**src/shared/swc_map.svh**
```systemverilog
// Purpose: constants for the sleep and wake controller
// Assumes: 10 MHz clk, one oscillator period per clk
// Notes: oscillator modes are encoded in the package enum
`ifndef SWC_MAP_SVH
`define SWC_MAP_SVH
`define SWC_OST_TOSC 1024
`define SWC_OST_CYC ((`SWC_OST_TOSC + 0) / 1)
`define SWC_CNT_W 11
`define SWC_NSRC 4
`define SWC_NPER 6
`define SWC_PER_CAP 0
`define SWC_PER_UTX 1
`define SWC_PER_URX 2
`define SWC_PER_ADC 3
`define SWC_PER_SPI 4
`define SWC_PER_I2C 5
`endif

```
**src/shared/swc_pkg.sv**
```systemverilog
// Purpose: types for the sleep and wake controller
// Assumes: included map header for widths
// Notes: none
`include "swc_map.svh"
package swc_pkg;
    typedef enum logic [1:0] {
        SWC_OSC_RC = 2'h0,
        SWC_OSC_XT = 2'h1,
        SWC_OSC_LF = 2'h2,
        SWC_OSC_HS = 2'h3
    } swc_osc_t;
    typedef enum logic [1:0] {
        SWC_RUN = 2'h0,
        SWC_SLEEP = 2'h1,
        SWC_OST = 2'h2
    } swc_state_t;
    // reset sources, each active high
    typedef struct packed {
        logic por;
        logic bor;
        logic mclr;
        logic wdt_to;
    } swc_rst_src_t;
    // interrupt sources: enable and flag pairs
    typedef struct packed {
        logic [`SWC_NSRC-1:0] core_en;
        logic [`SWC_NSRC-1:0] core_flag;
        logic [`SWC_NPER-1:0] per_en;
        logic [`SWC_NPER-1:0] per_flag;
    } swc_irq_t;
    typedef struct packed {
        logic powerdown_flag;
        logic timeout_flag;
    } swc_status_t;
endpackage : swc_pkg

```
**src/hw/swc_ctrl.sv**
```systemverilog
// Purpose: sleep entry, wake-up and start-up delay control
// Assumes: all inputs except pins are on clk; pins are synchronised here
// Notes: por input sets both status flags; other resets are pulses
//
// What this block does
// - sleep enters power-down, clears watchdog and postscaler
// - sleep entry clears powerdown, sets timeout flag
// - oscillator driver off during sleep
// - port pins hold their entry state
// - watchdog reset never drives master clear pin
// - listed resets and interrupts wake the device
// - only six peripheral interrupts may wake
// - reset wakes reset; interrupt wakes resume, in crystal or low-freq mode after a start-up device_reset hold
// - powerdown flag set at power-up
// - watchdog timeout reset clears timeout flag
// - sleep instruction prefetches next address
// - wake needs enable, ignores global disable
// - disabled globally: continue in line
// - enabled globally: next instruction, then vector
// - pending enabled flag wakes immediately
// - watchdog cleared on any wake
// - crystal or low-freq wake holds 1024 periods
// - rc mode adds no start-up delay
`timescale 1ns/100ps
module swc_ctrl (
    input wire logic clk,
    input wire logic rst,
    input wire logic sleep_exec,
    input wire swc_pkg::swc_osc_t osc_mode,
    input wire logic wdt_enable,
    input wire logic global_interrupt_disable,
    input wire swc_pkg::swc_rst_src_t rst_src,
    input wire logic external_interrupt_pin,
    input wire logic timer0_clock_input,
    input wire logic portb_change,
    input wire swc_pkg::swc_irq_t irq,
    input wire logic [7:0] port_out,
    input wire logic [7:0] port_oe,
    output logic osc_drive_en,
    output logic core_clk_en,
    output logic device_reset,
    output logic wdt_clear,
    output logic prefetch_next,
    output logic take_vector,
    output logic master_clear_pin_o,
    output logic master_clear_pin_oe,
    output logic [7:0] pin_out,
    output logic [7:0] pin_oe,
    output swc_pkg::swc_status_t cpu_status_register,
    output logic asleep
);
    import swc_pkg::*;

    // ****************************************
    // pin synchronisers
    // ****************************************
    logic [2:0] pin_s1_ff;
    logic [2:0] pin_s2_ff;
    logic [2:0] pin_d_ff;
    always_ff @(posedge clk) begin
        pin_s1_ff <= {external_interrupt_pin, timer0_clock_input,
                      portb_change};
        pin_s2_ff <= pin_s1_ff;
        pin_d_ff <= pin_s2_ff;
    end
    // edge of external pin and timer0 input, level of port change
    wire ext_evt = pin_s2_ff[2] & ~pin_d_ff[2];
    wire t0_evt = pin_s2_ff[1] & ~pin_d_ff[1];
    wire rb_evt = pin_s2_ff[0];

    // ****************************************
    // wake decode
    // ****************************************
    swc_state_t state_ff;
    swc_state_t nxt_state;
    logic [`SWC_CNT_W-1:0] ost_cnt_ff;
    logic [`SWC_CNT_W-1:0] nxt_ost_cnt;
    logic irq_wake_ff;
    logic nxt_irq_wake;
    logic pd_ff;
    logic to_ff;
    logic [7:0] hold_out_ff;
    logic [7:0] hold_oe_ff;

    // the peripheral mask keeps clockless peripherals only
    localparam logic [`SWC_NPER-1:0] PER_WAKE_MASK =
        `SWC_NPER'((1 << `SWC_PER_CAP) | (1 << `SWC_PER_UTX) |
                   (1 << `SWC_PER_URX) | (1 << `SWC_PER_ADC) |
                   (1 << `SWC_PER_SPI) | (1 << `SWC_PER_I2C));

    function automatic logic any_pending(
        input logic [`SWC_NSRC-1:0] en,
        input logic [`SWC_NSRC-1:0] fl
    );
        any_pending = |(en & fl);
    endfunction : any_pending

    wire [`SWC_NSRC-1:0] core_live =
        irq.core_flag | {ext_evt, t0_evt, rb_evt, 1'b0};
    wire irq_wake = any_pending(irq.core_en, core_live) |
        |(irq.per_en & irq.per_flag & PER_WAKE_MASK);
    wire wdt_rst = rst_src.wdt_to & wdt_enable;
    wire any_rst = rst_src.por | rst_src.bor | rst_src.mclr
        | wdt_rst;
    wire needs_ost = (osc_mode == SWC_OSC_XT) |
        (osc_mode == SWC_OSC_LF);
    wire in_sleep = (state_ff == SWC_SLEEP);
    wire enter = (state_ff == SWC_RUN) & sleep_exec & ~any_rst
        & ~irq_wake;
    wire ost_done = (ost_cnt_ff == `SWC_CNT_W'(`SWC_OST_CYC - 1));

    // ****************************************
    // state machine
    // ****************************************
    always_comb begin
        nxt_state = state_ff;
        nxt_ost_cnt = ost_cnt_ff;
        nxt_irq_wake = irq_wake_ff;
        case (state_ff)
            SWC_RUN: begin
                nxt_irq_wake = 1'b0;
                if (enter) begin
                    nxt_state = SWC_SLEEP;
                end
            end
            SWC_SLEEP: begin
                if (any_rst | irq_wake) begin
                    nxt_irq_wake = ~any_rst;
                    nxt_ost_cnt = '0;
                    nxt_state = needs_ost ? SWC_OST : SWC_RUN;
                end
            end
            SWC_OST: begin
                nxt_ost_cnt = ost_cnt_ff + `SWC_CNT_W'(1);
                if (ost_done) begin
                    nxt_state = SWC_RUN;
                end
            end
            default: begin
                nxt_state = SWC_RUN;
            end
        endcase
    end

    always_ff @(posedge clk) begin
        if (rst) begin
            state_ff <= SWC_RUN;
            ost_cnt_ff <= '0;
            irq_wake_ff <= 1'b0;
        end else begin
            state_ff <= nxt_state;
            ost_cnt_ff <= nxt_ost_cnt;
            irq_wake_ff <= nxt_irq_wake;
        end
    end

    // ****************************************
    // status flags
    // ****************************************
    // power-on sets both; set by sleep entry wins over nothing else
    always_ff @(posedge clk) begin
        if (rst | rst_src.por) begin
            pd_ff <= 1'b1;
            to_ff <= 1'b1;
        end else if (wdt_rst) begin
            to_ff <= 1'b0;
        end else if (sleep_exec & (state_ff == SWC_RUN)) begin
            pd_ff <= 1'b0;
            to_ff <= 1'b1;
        end
    end

    // ****************************************
    // pin hold
    // ****************************************
    always_ff @(posedge clk) begin
        if (rst) begin
            hold_out_ff <= 8'h00;
            hold_oe_ff <= 8'h00;
        end else if (!in_sleep) begin
            hold_out_ff <= port_out;
            hold_oe_ff <= port_oe;
        end
    end

    // ****************************************
    // outputs
    // ****************************************
    wire osc_off = in_sleep;
    wire in_ost = (state_ff == SWC_OST);
    wire wake_evt = in_sleep & (any_rst | irq_wake);
    assign osc_drive_en = ~osc_off;
    assign core_clk_en = (state_ff == SWC_RUN);
    assign asleep = in_sleep;
    // ost holds the device in reset; rc resumes at once
    assign device_reset = any_rst | in_ost;
    assign wdt_clear = enter | wake_evt;
    assign prefetch_next = enter;
    // vector only after an interrupt wake with interrupts enabled
    assign take_vector = irq_wake_ff & core_clk_en
        & ~global_interrupt_disable;
    // master clear is an input only; never driven low
    assign master_clear_pin_o = 1'b1;
    assign master_clear_pin_oe = 1'b0;
    assign pin_out = hold_out_ff;
    assign pin_oe = hold_oe_ff;
    assign cpu_status_register = '{powerdown_flag: pd_ff,
                                   timeout_flag: to_ff};

    // ****************************************
    // assertions
    // ****************************************
    // counts hold cycles apart from the state counter, so a wrong
    // end value in the state counter cannot hide itself
    logic [`SWC_CNT_W:0] hold_len_ff;
    always_ff @(posedge clk) begin
        if (rst | !in_ost) begin
            hold_len_ff <= '0;
        end else begin
            hold_len_ff <= hold_len_ff + {{`SWC_CNT_W{1'b0}}, 1'b1};
        end
    end

    // sleep entry and status
    a_sleep_clears_pd: assert property (
        @(posedge clk) disable iff (rst)
        enter |=> !pd_ff && to_ff)
        else $error("sleep entry left status wrong");
    a_enter_decode: assert property (
        @(posedge clk) disable iff (rst)
        state_ff == SWC_RUN && sleep_exec && !any_rst && !irq_wake
        |-> wdt_clear && prefetch_next)
        else $error("sleep entry not decoded");
    a_pend_no_sleep: assert property (
        @(posedge clk) disable iff (rst)
        state_ff == SWC_RUN && sleep_exec && irq_wake |=>
        state_ff == SWC_RUN)
        else $error("slept with pending interrupt");
    a_por_flags: assert property (
        @(posedge clk) disable iff (rst)
        rst_src.por |=> pd_ff && to_ff)
        else $error("power-on left flags wrong");
    a_wdt_to_flag: assert property (
        @(posedge clk) disable iff (rst)
        wdt_rst && !rst_src.por |=> !to_ff)
        else $error("timeout flag not cleared");

    // clocks and pins, asleep and awake
    a_osc_off_sleep: assert property (
        @(posedge clk) disable iff (rst)
        in_sleep |-> !osc_drive_en && !core_clk_en)
        else $error("oscillator runs in sleep");
    a_osc_on_run: assert property (
        @(posedge clk) disable iff (rst)
        core_clk_en |-> osc_drive_en)
        else $error("core clocked without oscillator");
    a_ost_osc_on: assert property (
        @(posedge clk) disable iff (rst)
        in_ost |-> osc_drive_en && !core_clk_en)
        else $error("start-up hold state wrong");
    a_pin_hold: assert property (
        @(posedge clk) disable iff (rst)
        in_sleep && $past(in_sleep) |-> $stable(pin_out)
        && $stable(pin_oe))
        else $error("pins moved in sleep");
    a_pins_follow: assert property (
        @(posedge clk) disable iff (rst)
        !in_sleep |=> pin_out == $past(port_out)
        && pin_oe == $past(port_oe))
        else $error("pins do not follow the core");
    a_mclr_not_driven: assert property (
        @(posedge clk) disable iff (rst)
        wdt_rst |-> !master_clear_pin_oe)
        else $error("master clear driven");
    a_mclr_high: assert property (
        @(posedge clk) disable iff (rst)
        master_clear_pin_o && !master_clear_pin_oe)
        else $error("master clear pin pulled");

    // wake sources
    a_irq_wakes: assert property (
        @(posedge clk) disable iff (rst)
        in_sleep && irq_wake |=> !in_sleep)
        else $error("enabled interrupt did not wake");
    a_wake_needs_en: assert property (
        @(posedge clk) disable iff (rst)
        in_sleep && !any_rst && !(|(irq.core_en & core_live))
        && !(|(irq.per_en & irq.per_flag & PER_WAKE_MASK)) |=> in_sleep)
        else $error("woke without an enabled source");
    a_wdt_off_sleep: assert property (
        @(posedge clk) disable iff (rst)
        in_sleep && rst_src.wdt_to && !wdt_enable && !rst_src.por
        && !rst_src.bor && !rst_src.mclr && !irq_wake |=> in_sleep)
        else $error("disabled watchdog woke the device");
    a_rst_wake_full: assert property (
        @(posedge clk) disable iff (rst)
        in_sleep && any_rst |-> device_reset)
        else $error("reset wake without device reset");
    a_irq_no_reset: assert property (
        @(posedge clk) disable iff (rst)
        wake_evt && !any_rst && !needs_ost |=> !device_reset || any_rst)
        else $error("interrupt wake reset the device");
    a_wdt_clr_wake: assert property (
        @(posedge clk) disable iff (rst)
        wake_evt |-> wdt_clear)
        else $error("watchdog not cleared on wake");

    // resume path
    a_rc_no_delay: assert property (
        @(posedge clk) disable iff (rst)
        wake_evt && !needs_ost |=> state_ff == SWC_RUN)
        else $error("rc wake delayed");
    a_ost_hold_rst: assert property (
        @(posedge clk) disable iff (rst)
        wake_evt && needs_ost && !any_rst |=>
        device_reset [*8])
        else $error("start-up hold missing");
    a_ost_length: assert property (
        @(posedge clk) disable iff (rst)
        $fell(in_ost) |->
        $past(hold_len_ff) == {1'b0, `SWC_CNT_W'(`SWC_OST_CYC - 1)})
        else $error("start-up hold length wrong");
    a_vector_gid: assert property (
        @(posedge clk) disable iff (rst)
        take_vector |-> !global_interrupt_disable && core_clk_en)
        else $error("vectored with interrupts disabled");
    a_vector_seen: assert property (
        @(posedge clk) disable iff (rst)
        $rose(core_clk_en) && irq_wake_ff && !global_interrupt_disable
        |-> take_vector)
        else $error("interrupt wake did not vector");

    c_sleep: cover property (@(posedge clk) disable iff (rst) enter);
    c_irq_wake: cover property (@(posedge clk) disable iff (rst)
        wake_evt && !any_rst);
    c_rst_wake: cover property (@(posedge clk) disable iff (rst)
        wake_evt && any_rst);
    c_ost_end: cover property (@(posedge clk) disable iff (rst)
        $fell(in_ost));
    c_vector: cover property (@(posedge clk) disable iff (rst)
        take_vector);
endmodule : swc_ctrl

```
**config.mk**
```make
export PLATFORM = sky130hd
export DESIGN_NAME = swc_ctrl
export DESIGN_NICKNAME = d
export VERILOG_FILES = /design/src/shared/swc_pkg.sv /design/src/hw/swc_ctrl.sv
export VERILOG_INCLUDE_DIRS = /design/src /design/src/shared
export SDC_FILE = /design/constraint.sdc
export NUM_CORES = 1
export LEC_CHECK = 0
export BUFFER_PORTS_ARGS = -buffer_cell sky130_fd_sc_hd__buf_2
export CORE_ASPECT_RATIO = 0.6
export CORE_UTILIZATION = 37
export CTS_BUF_LIST = sky130_fd_sc_hd__clkbuf_8
export CTS_CLUSTER_DIAMETER = 40
export CTS_CLUSTER_SIZE = 10
export DETAILED_ROUTE_END_ITERATION = 10
export PLACE_DENSITY = 0.65
export SLEW_MARGIN = 10
export SYNTH_ARGS = -nofsm -noshare
export SYNTH_HDL_FRONTEND = slang
export SYNTH_SLANG_ARGS = --single-unit
```
**constraint.sdc**
```tcl
create_clock -name clk -period 1.55 [get_ports clk]
set_input_delay 0.2325 -clock clk [delete_from_list [all_inputs] [get_ports clk]]
set_output_delay 0.2325 -clock clk [all_outputs]
set_load 0.02 [all_outputs]
```
Word-level counts from Yosys, hierarchy flattened

Index checks and enable logic that the tools add are counted.
Widths: inputs -> output; s select.

Add/sub/neg operators: 1
Eq/ne operators: 8
Mux-type cells: 11
Bitwise operators: 28
Reduce and logical (&&, ||, !) cells: 10

Operator list:

| cell                  | count |
|---|---|
| $pmux 11 s2           | 1 |
| $add 11x1->11 const B | 1 |
| $eq 11x10->1 const B  | 1 |
| $mux 11               | 1 |
| $and 1x1->1           | 9 |
| $or 1x1->1            | 9 |
| $mux 2                | 4 |
| $not 1->1             | 7 |
| $and 6x6->6           | 1 |
| $pmux 2 s3            | 1 |
| $reduce_and 2->1      | 3 |
| $reduce_bool 2->1     | 3 |
| $reduce_or 6->1       | 1 |
| $and 4x4->4           | 1 |
| $eq 2x1->1 const B    | 2 |
| $eq 2x2->1 const B    | 2 |
| $ne 2x1->1 const B    | 2 |
| $or 4x4->4            | 1 |
| $reduce_or 4->1       | 1 |
| $mux 1                | 3 |
| $reduce_and 3->1      | 1 |
| $logic_not 2->1       | 1 |
| $ne 2x2->1 const B    | 1 |
| $pmux 1 s2            | 1 |

Register bits after elaboration: 41
Bits of input ports: 50
Output and inout bits: 27
Word-level logic and storage cells: 68

Logic depth before layout (Yosys ltp)

Gate-level depths: netlist of run 1.

Depth after elaboration: 10
Depth in mapped cells: 7
Depth with buffers taken out: 6

Least setup slack after synthesis of run 1

OpenSTA, ideal clock, no wires.

Path kind: input-to-output
Start point: input rst_src[0] (netlist bit)
End point: output wdt_clear
Data arrival time: 1,355 ps
Required time: 1,317 ps
Slack: -38 ps
Stages: 5
Path buffers: 0
Cell sequence: and2_1 > nor4_4 > and4_2 > nand2_1 > o21bai_1

Longest elaborated chain between the ends: 6
Elaborated cells on any way between the ends: 8
Those cells by class: bitwise (8)

RTL lines:

| what            | line            | source |
|---|---|---|
| start, declared | swc_ctrl.sv:32  | `input wire swc_pkg::swc_rst_src_t rst_src,` |
| $and 1x1->1 (*) | swc_ctrl.sv:102 | `wire wdt_rst = rst_src.wdt_to & wdt_enable;` |
| $or 1x1->1 (*)  | swc_ctrl.sv:104 | `\| wdt_rst;` |
| $not 1->1       | swc_ctrl.sv:108 | `wire enter = (state_ff == SWC_RUN) & sleep_exec & ~any_rst` |
| $and 1x1->1     | swc_ctrl.sv:108 |  |
| $and 1x1->1     | swc_ctrl.sv:109 | `& ~irq_wake;` |
| $or 1x1->1 (*)  | swc_ctrl.sv:197 | `assign wdt_clear = enter \| wake_evt;` |
| end, declared   | swc_ctrl.sv:42  | `output logic wdt_clear,` |

Mark *: on every way between the ends. The rest lies on a longest branch, timed or not.

Worst setup path after layout of run 1

Start point: register state_ff[1]
End point: output prefetch_next

Longest elaborated chain between the ends: 4

RTL lines:

| what                     | line            | source |
|---|---|---|
| start, declared          | swc_ctrl.sv:74  | `swc_state_t state_ff;` |
| start signal, assigned   | swc_ctrl.sv:151 | `state_ff <= nxt_state;` |
| $logic_not 2->1          | swc_ctrl.sv:108 |  |
| $and 1x1->1 (2 in a row) | swc_ctrl.sv:108 |  |
| $and 1x1->1              | swc_ctrl.sv:109 |  |
| end, declared            | swc_ctrl.sv:43  | `output logic prefetch_next,` |

No other way between the ends.

==> results of run 1 <==
-- repair_timing --
item	4_1_cts	5_1_grt
setup endpoints to repair	4	9
cloned	0	0
setup buffers	4	2
pin swaps	6	8
gates resized for setup	17	12
-- critical path: stages, from the launching register on --
cell	delay, ps
dfxtp_1	330
buf_4	180
nor2_1	260
nand2_2	160
nor2_2	130
buf_4	150
-- registers in the layout, summed over array words and instances, names as in the netlist --
name         flops
to_ff            1
pd_ff            1
state_ff         2
irq_wake_ff      1
ost_cnt_ff      11
pin_s1_ff        3
pin_d_ff         2
pin_out          8
pin_s2_ff        3
pin_oe           8
-- per-layer routing --
layer,global-route usage (%),share of wire (%),routed length [um]
met2,25.5,44,1870
met3,5.60,5.4,227
met1,22.0,50,2120
met4,4.84,0.45,19
met5,0,0,0
-- per-stage QoR --
step / instance area (um^2) / total power [W] / hold slack, ps
final: 2490 / 0.00223 / 40.1
after global routing: 2490 / 0.00232 / 25.5
after CTS: 2460 / 0.00225 / 31.8
after detailed placement: 2250 / 0.00131 / 315
after global placement: 2250 / 0.00131 / 311
after floorplan: 1750 / 0.00120 / 260
-- final timing paths --
path	cells past startpoint	endpoint	slack [ps]
worst min-delay path	1	pin_s1_ff[2]	40
worst max register to register	5	ost_cnt_ff[9]	50
worst max-delay path	5	prefetch_next	-190
worst min register to register	0	pin_s2_ff[2]	330
-- cell type report --
cell class | instances | area [um^2] | share of cell area, %
clock buffer | 7 | 96.3 | 3.86
tap | 60 | 75.1 | 3.01
sequential | 40 | 805 | 32.2
multi-input combinational | 150 | 923 | 37.0
timing repair buffer | 94 | 546 | 21.9
clock inverter | 1 | 30.0 | 1.20
inverter | 4 | 20.0 | 0.802
-- Yosys cell counts, drive strengths merged (4+ instances only) --
master / n / share of area [%]
inv: 4 / 0.86
nand2b: 6 / 2.2
clkbuf: 5 / 1.1
o21ai: 8 / 2.3
o22ai: 4 / 1.4
nor3: 7 / 2.3
buf: 10 / 3.4
nor2: 8 / 1.7
nand4: 6 / 2.2
a21oi: 22 / 6.5
dfxtp: 40 / 46
nand3: 4 / 1.9
nand2: 51 / 11
-- logic make-up (layout without fill, tap and decap cells) --
| group | Yosys count | after routing | share of synthesized area [%] |
|---|---|---|---|
| AOI/OAI and AO/OA | 44 | 44 | 15.4 |
| muxes | 3 | 3 | 1.80 |
| and+or+nand+nor | 95 | 95 | 27.8 |
| adders and majority gates | 1 | 1 | 0.718 |
| xor gates and xnor gates | 5 | 5 | 2.51 |
| DFF | 40 | 40 | 46.0 |
| buffers and inverters | 19 | 106 | 5.39 |
| other | 2 | 2 | 0.431 |
-- report_power, final --
part / switching (W) / total (W) / leakage (nW) / internal [W]
registers: 0.0000149 / 0.00108 / 0.331 / 0.00106
clock network: 0.000360 / 0.000928 / 0.0645 / 0.000568
logic: 0.000117 / 0.000220 / 0.703 / 0.000103
==> impl_metrics.json, run 1 <==
{
  "status": "complete, but fails checks",
  "violations": "negative setup slack",
  "synthArstFlopShare_pct": 0,
  "powerDensity_nw_per_um2": 892,
  "port_buffers": 74,
  "antennaDiodeCount": 0,
  "setup_ws_ps": -186,
  "ir_drop_mv": 0.542,
  "layout_commonest_cell": "buf_2",
  "antenna_found_initial": 0,
  "drive_gt1_share_pct": 44.6,
  "yosysWarnings": 0,
  "worst_setup_path_start_kind": "flop",
  "syn_nets": 260,
  "vias": 1719,
  "worst_setup_path_end_kind": "primary output",
  "gp_congestion": 0.749,
  "hold_buffers": 0,
  "clk_pin_slew_ps": 80,
  "worstHoldStart": "external_interrupt_pin",
  "cts.path.max_buffers": 2,
  "ys_seq_elements": 40,
  "rsz0062_at_grt": "true",
  "synth-edff-count": 0,
  "final_net_count": 346,
  "fin_skew_ps": 3.16,
  "r2r-start": "ost_cnt_ff[1]",
  "dpl_worst_slack_ps": -204,
  "clk-insertion-delay-late_ps": 290,
  "hold_viol": 0,
  "htreeDepth": 2,
  "dieWidth_um": 90.6,
  "leakage_nw": 1.10,
  "wirelength_mm": 4.23,
  "syn_area_per_cell_um2": 8.33,
  "fin_crit_sh_pct": 112,
  "wl_per_cell_um": 11.9,
  "syn_to_final_growth_pct": 43.2,
  "crit_path_max_fanout": 13,
  "grt_pass1_wl_mm": 6.29,
  "max_freq_mhz": 576,
  "ctsRootBufferMaster": "clkbuf_8",
  "tritoncts": "built",
  "cts_buffers": 5,
  "finalSetupViolations": 2,
  "ant_nets": 0,
  "placedCellCount": 345,
  "worstPathArrival_ps": 1500,
  "drtPass1Iterations": 4,
  "finalSetupTns_ps": -371,
  "netlist_instances": 209,
  "min_period_ps": 1740,
  "synth_ff_type": "dfxtp_1",
  "io_pins": 77,
  "die_y_um": 55.1,
  "final-instance-count-excl-fill": 356,
  "seq_area_frac_synth_pct": 46.0,
  "syn_area_um2": 1740,
  "fin_util_pct": 58.0,
  "overflow": 0,
  "fill_cells": 382,
  "core_area_um2": 4300,
  "worstSetupPathType": "flop to primary output",
  "viasPerCell": 4.83,
  "mostFrequentLayoutCells": "72 x buf_2, 48 x nand2_1, 37 x dfxtp_1",
  "drcViolationCount": 0,
  "hpwl_mm": 3.08,
  "rows": 18,
  "start_util_pct": 40.5,
  "crit_required_ps": 1320,
  "die_area_um2": 4990,
  "crit_path_start": "state_ff[1]",
  "dr.first_iter.drc_count": 49,
  "grt_use_total_pct": 16.5,
  "slew_violations": 0,
  "yosysUniqueCellTypes": 42,
  "drv_cap": 0,
  "grt_max_degree": 25,
  "grt_pass1_vias": 1348,
  "hold_class": "primary input to flop",
  "cts.sinks": 40
}
Note: power is estimated with default switching activity, not from simulation.
==> run 2, diff against run 1 <==
--- a/config.mk
+++ b/config.mk
@@ -6,14 +6,13 @@
 export SDC_FILE = /design/constraint.sdc
 export NUM_CORES = 1
 export LEC_CHECK = 0
-export BUFFER_PORTS_ARGS = -buffer_cell sky130_fd_sc_hd__buf_2
 export CORE_ASPECT_RATIO = 0.6
 export CORE_UTILIZATION = 37
 export CTS_BUF_LIST = sky130_fd_sc_hd__clkbuf_8
 export CTS_CLUSTER_DIAMETER = 40
 export CTS_CLUSTER_SIZE = 10
 export DETAILED_ROUTE_END_ITERATION = 10
-export PLACE_DENSITY = 0.65
+export DONT_BUFFER_PORTS = 1
 export SLEW_MARGIN = 10
 export SYNTH_ARGS = -nofsm -noshare
 export SYNTH_HDL_FRONTEND = slang
==> run 2 against run 1 <==
Compared with the run above:
- the flow still finishes with violations (negative setup slack)
- via count decreased by 15%
- worst hold slack worse by 22 ps
- critical path type unchanged
- power down 5.4%
- utilization down 7.5 points
- setup slack gained 42 ps
- clock skew grew 5.5 ps
- highest routed layer unchanged
- fmax increased by 2.5%
==> impl_metrics.json, run 2 (synthesis gave the netlist of run 1 again) <==
{
  "finalSetupTns_ps": -248,
  "drcViolationCount": 0,
  "fin_skew_ps": 8.64,
  "die_area_um2": 4990,
  "die_y_um": 55.1,
  "fin_crit_sh_pct": 109,
  "io_pins": 77,
  "leakage_nw": 0.823,
  "max_freq_mhz": 590,
  "grt_use_total_pct": 16.1,
  "ir_drop_mv": 0.447,
  "viasPerCell": 5.12,
  "hold_class": "primary input to flop",
  "grt_pass1_vias": 1246,
  "worst_setup_path_start_kind": "flop",
  "pwr-share-comb_pct": 4.7,
  "p_sw_w": 0.000470,
  "path_buf_inv": 1,
  "worst_pin_slew_ps": 513,
  "slew_violations": 0,
  "crit_chain": "nor2b_2 -> o21ai_2 -> and4_4 -> nand2_4 -> nor2_4 -> buf_6",
  "port_buffers": 0,
  "tritoncts": "built",
  "htreeDepth": 2,
  "wl_per_cell_um": 14.6,
  "min_period_ps": 1690,
  "finalSetupViolations": 2,
  "crit_path_max_fanout": 3,
  "largest_register_ffs": 11,
  "crit_path_top_delay_cell": "dfxtp_2",
  "drtPass1Iterations": 4,
  "finalPower_w": 0.00211,
  "wirelength_mm": 4.20,
  "syn_to_final_growth_pct": 24.8,
  "status": "complete, but fails checks",
  "core_area_um2": 4300,
  "violations": "negative setup slack",
  "cts.path.max_buffers": 2,
  "fin_hold_ws_ps": 18.5,
  "switching_share_pct": 22.3,
  "setup_ws_ps": -144,
  "cts.sinks": 40,
  "ctsRootBufferMaster": "clkbuf_8",
  "clk-insertion-delay-late_ps": 290,
  "worstSetupPathType": "flop to primary output",
  "overflow": 0,
  "layout_commonest_cell": "nand2_1",
  "mostFrequentLayoutCells": "47 x nand2_1, 35 x dfxtp_1, 20 x a21oi_1",
  "worstPathArrival_ps": 1460,
  "p_clk_share_pct": 42.4,
  "worst_setup_path_end_kind": "primary output",
  "seq_power_share_pct": 52.8,
  "p_int_w": 0.00164,
  "grt_pass1_wl_mm": 6.04,
  "hold_viol": 0,
  "path_delay_family": "simple AND/OR/NAND/NOR gates",
  "rsz0062_at_grt": "true",
  "max_slew_margin_pct": 65.7,
  "drive_gt1_share_pct": 26.4,
  "antenna_found_initial": 0,
  "grt_max_degree": 27,
  "gp_congestion": 0.795,
  "powerDensity_nw_per_um2": 969,
  "crit_path_max_incr_delay_ps": 320,
  "rows": 18,
  "start_util_pct": 40.5,
  "crit_required_ps": 1320,
  "regMostFlops": "ost_cnt_ff",
  "antennaDiodeCount": 0,
  "vias": 1469,
  "dieWidth_um": 90.6,
  "ant_nets": 0,
  "dr.first_iter.drc_count": 71,
  "hpwl_mm": 2.85,
  "final_net_count": 277,
  "cts_buffers": 5,
  "drv_cap": 0,
  "clk_pin_slew_ps": 80
}
==> run 2: cell count changes in the layout (fill, tap and decap cells not counted), sizes merged <==
cell | previous run | this run
dlygate4sd3 | 0 | 7
buf | 94 | 18
inv | 3 | 4
clkbuf | 7 | 6
==> run 2: what timing repair did <==
action	CTS	global route
gates resized for setup	7	24
cloned	0	0
endpoints found under the hold margin	14	5
pin swaps	2	7
setup buffers	1	2
hold buffers	4	3
endpoints found under the setup margin	3	9
==> run 2: final cells by class <==
cell class	count	area, um^2
clock inverter	2	38.8
inverter	4	17.5
multi-input combinational	150	927
clock buffer	6	82.6
timing repair buffer	25	225
fill	409	2130
tap	60	75.1
sequential	40	807
==> run 2: path summary, 6_finish.rpt <==
check        cells past startpoint  slack [ps]       endpoint    startpoint
min reg2reg                      0         330   pin_s2_ff[1]  pin_s1_ff[1]
max                              6        -140  prefetch_next  pin_s2_ff[2]
min                              1          20  ost_cnt_ff[8]           rst
max reg2reg                      5          60  ost_cnt_ff[9]   state_ff[0]
==> run 2: metrics by stage <==
step / worst slack [ps] / util [%] / cells / instance area, um^2
final: -144 / 50.5 / 287 / 2170
after global placement: 45.3 / 43.4 / 269 / 1870
after floorplan: -4.58 / - / 209 / 1750
after CTS: -180 / 47.8 / 282 / 2060
after detailed placement: 36.5 / 43.4 / 269 / 1870
after global routing: -223 / 50.5 / 287 / 2170
==> run 2: power groups by stage <==
| stage | logic, W | registers (W) | clock network [W] |
|---|---|---|---|
| floorplan | 0.0000755 | 0.00113 | 0 |
| global placement | 0.0000633 | 0.00114 | 0 |
| detailed placement | 0.0000658 | 0.00114 | 0 |
| CTS | 0.0000815 | 0.00111 | 0.000924 |
| global route | 0.000109 | 0.00112 | 0.000970 |
| finish | 0.0000999 | 0.00111 | 0.000893 |
==> run 2: layer usage <==
metal / vias to the layer above / track usage (%) / part of all wire [%]
met2: 54 / 23.9 / 41
li1: 752 / - / -
met5: - / 0 / 0
met4: 0 / 3.23 / 0.29
met1: 661 / 22.9 / 52
met3: 2 / 4.92 / 6.4
==> run 3, diff against run 2 <==
--- a/config.mk
+++ b/config.mk
@@ -6,6 +6,7 @@
 export SDC_FILE = /design/constraint.sdc
 export NUM_CORES = 1
 export LEC_CHECK = 0
+export ABC_AREA = 1
 export CORE_ASPECT_RATIO = 0.6
 export CORE_UTILIZATION = 37
 export CTS_BUF_LIST = sky130_fd_sc_hd__clkbuf_8
==> run 3 against run 2 <==
Compared with the run above:
- the flow now finishes without violations
- clock power fell by 29%
- setup slack improved by 140 ps
- worst hold slack got worse by 8.9 ps
- non-clock buffer count fell by 7
- count of clock-buffer cells in the layout fell by 1
- synthesized area rose by 3.5%
- flip-flop and latch count did not move
- routed wire length fell by 6.2%
- power fell by 6.6%
- first-iteration DRC count fell by 38%
- critical path type unchanged
- critical endpoint unchanged
- highest routed layer unchanged
==> impl_metrics.json, run 3 <==
{
  "status": "completed",
  "rrSetupSlack_ps": 150,
  "ctsRootBufferMaster": "clkbuf_8",
  "htreeDepth": 2,
  "gp_congestion": 0.809,
  "rows": 19,
  "max_freq_mhz": 645,
  "min_period_ps": 1550,
  "fill_cells": 474,
  "final_area_um2": 2130,
  "drcViolationCount": 0,
  "crit_path_max_fanout": 3,
  "overflow": 0,
  "fin_hold_ws_ps": 9.62,
  "drive_gt1_share_pct": 23.7,
  "synth_area_leaders": "dfxtp_1 44%, nor2_1 9.6%, nand2_1 8.3%",
  "ant_nets": 0,
  "wirelength_mm": 3.94,
  "seq_area_frac_synth_pct": 44.4,
  "fin_skew_ps": 3.11,
  "largest_register_ffs": 11,
  "io_pins": 77,
  "port_buffers": 0,
  "fin_crit_sh_pct": 100,
  "dieWidth_um": 92.1,
  "worst_setup_path_end_kind": "primary output",
  "r2r-start": "pin_d_ff[2]",
  "hold_class": "primary input to flop",
  "yosysUniqueCellTypes": 30,
  "yosysWarnings": 0,
  "fin_util_pct": 46.0,
  "grt_use_total_pct": 16.2,
  "seq_area_um2": 811,
  "netlist_instances": 245,
  "endpoint": "prefetch_next",
  "wl_met3_um": 332,
  "syn_nets": 296,
  "hpwl_mm": 2.84,
  "cts_buffers": 5,
  "highest_layer": "met4",
  "worstPathArrival_ps": 1320,
  "leakage_nw": 0.907,
  "yosys-top-cells-count": "46 x nor2_1, 40 x dfxtp_1, 40 x nand2_1, 24 x o21ai_0",
  "ys_seq_elements": 40,
  "clk-insertion-delay-late_ps": 290,
  "synth-edff-count": 0,
  "tritoncts": "built",
  "syn_area_um2": 1800,
  "placedCellCount": 303,
  "crit_path_start": "pin_d_ff[2]",
  "syn_to_final_growth_pct": 18.4,
  "dr_wl_met2_mm": 1.62,
  "regMostFlops": "ost_cnt_ff",
  "final_net_count": 308,
  "start_util_pct": 38.9,
  "yosysTopAreaCell": "dfxtp_1",
  "vias": 1562,
  "worst_pin_slew_ps": 567,
  "die_area_um2": 5170,
  "drtPass1Iterations": 4,
  "cts.path.max_buffers": 2,
  "max_slew_margin_pct": 62.2,
  "dr.first_iter.drc_count": 44,
  "worst_setup_path_start_kind": "flop",
  "antenna_found_initial": 0,
  "drv_cap": 0,
  "antennaDiodeCount": 0,
  "synth_top_cell_area_share_pct": 44.4,
  "grt_pass1_wl_mm": 6.51,
  "core_area_um2": 4640,
  "rsz0062_at_grt": "true",
  "grt_max_degree": 23,
  "grt_pass1_vias": 1463,
  "setup_ws_ps": 0.641,
  "placed_area_um2": 1860,
  "powerDensity_nw_per_um2": 921,
  "synth_ff_type": "dfxtp_1",
  "final-instance-count-excl-fill": 320,
  "clk_pin_slew_ps": 70,
  "syn_area_per_cell_um2": 7.36,
  "drt-met1-wl_mm": 1.93,
  "layout_commonest_cell": "nor2_1",
  "multi_input_area_um2": 920,
  "worstSetupPathType": "flop to primary output",
  "crit_required_ps": 1320,
  "rr_endpoint": "ost_cnt_ff[4]",
  "ir_drop_mv": 0.475,
  "synth.most_common_cell": "nor2_1",
  "cts.sinks": 40,
  "finalSetupViolations": 0,
  "mostFrequentLayoutCells": "43 x nor2_1, 35 x nand2_1, 34 x dfxtp_1",
  "wl_per_cell_um": 12.3,
  "hold_viol": 0,
  "die_y_um": 56.1,
  "viasPerCell": 4.88,
  "synthArstFlopShare_pct": 0,
  "slew_violations": 0,
  "r2r_cells": 12,
  "dpl_worst_slack_ps": 131
}
==> run 3: cell count changes after synthesis, moves of 4 or more <==
| cell | change |
|---|---|
| o21ai_1 | -4 |
| buf_2 | -4 |
| inv_1 | +15 |
| nor2_1 | +38 |
| nor2_4 | +5 |
| nand2_2 | +5 |
| nand2_1 | -11 |
| o21ai_0 | +20 |
| nand2b_1 | -6 |
| nand3_1 | +14 |
| a21oi_1 | -9 |
| o22ai_1 | -4 |
==> run 3: how the worst min path moves through the flow <==
stage | start | end | depth (start not counted)
6_report | rst | irq_wake_ff | 1
5_1_grt | rst | ost_cnt_ff[8] | 1
4_1_cts | rst | irq_wake_ff | 1
3_5_place_dp | external_interrupt_pin | pin_s1_ff[2] | 0
3_3_place_gp | external_interrupt_pin | pin_s1_ff[2] | 0
2_1_floorplan | portb_change | pin_s1_ff[0] | 0
==> run 3: final cells by class <==
cell class	instances	share of cell area (%)
multi-input cells	170	43.1
flip-flops and latches	40	38.0
repair buffers	18	7.74
inverters	22	3.87
well taps	63	3.69
clock buffers	5	3.22
clock inverters	2	0.410
==> run 3: repair_timing <==
action	CTS	global route
endpoints found under the setup margin	3	8
buffers inserted	1	5
hold buffers	4	0
resized for setup	12	20
endpoints found under the hold margin	9	0
pin swaps	5	10
==> run 3: layer usage <==
layer,vias up,track usage (%)
met5,-,0
met4,0,6.70
met3,8,6.15
met2,67,24.2
met1,687,20.9
li1,800,-
==> run 3: cell families after synthesis <==
logic type	after synthesis	synth area share (%)
buffers and inverters	35	9.72
and+or+nand+nor	124	31.4
other	2	0.417
adders and majority gates	1	0.694
AOI/OAI and AO/OA	43	13.4
DFF	40	44.4
==> run 3: stage by stage <==
step                total power, W  setup TNS [ps]
floorplan                  0.00128               0
global placement           0.00131               0
detailed placement         0.00131               0
CTS                        0.00197           -87.9
global route               0.00206            -134
finish                     0.00197               0
==> run 3: power by group <==
| part | internal (W) | switching, W |
|---|---|---|
| clock network | 0.000299 | 0.000338 |
| logic | 0.0000760 | 0.000124 |
| registers | 0.00107 | 0.0000584 |
==> run 3: worst max-delay path, stage by stage, from the launching register on <==
cell	delay, ps
dfxtp_2	310
inv_1	30
nand2_1	40
nand2_1	60
nand2_2	70
nand2_2	70
nor2_4	140
nand2_4	80
nor2_4	100
buf_6	120
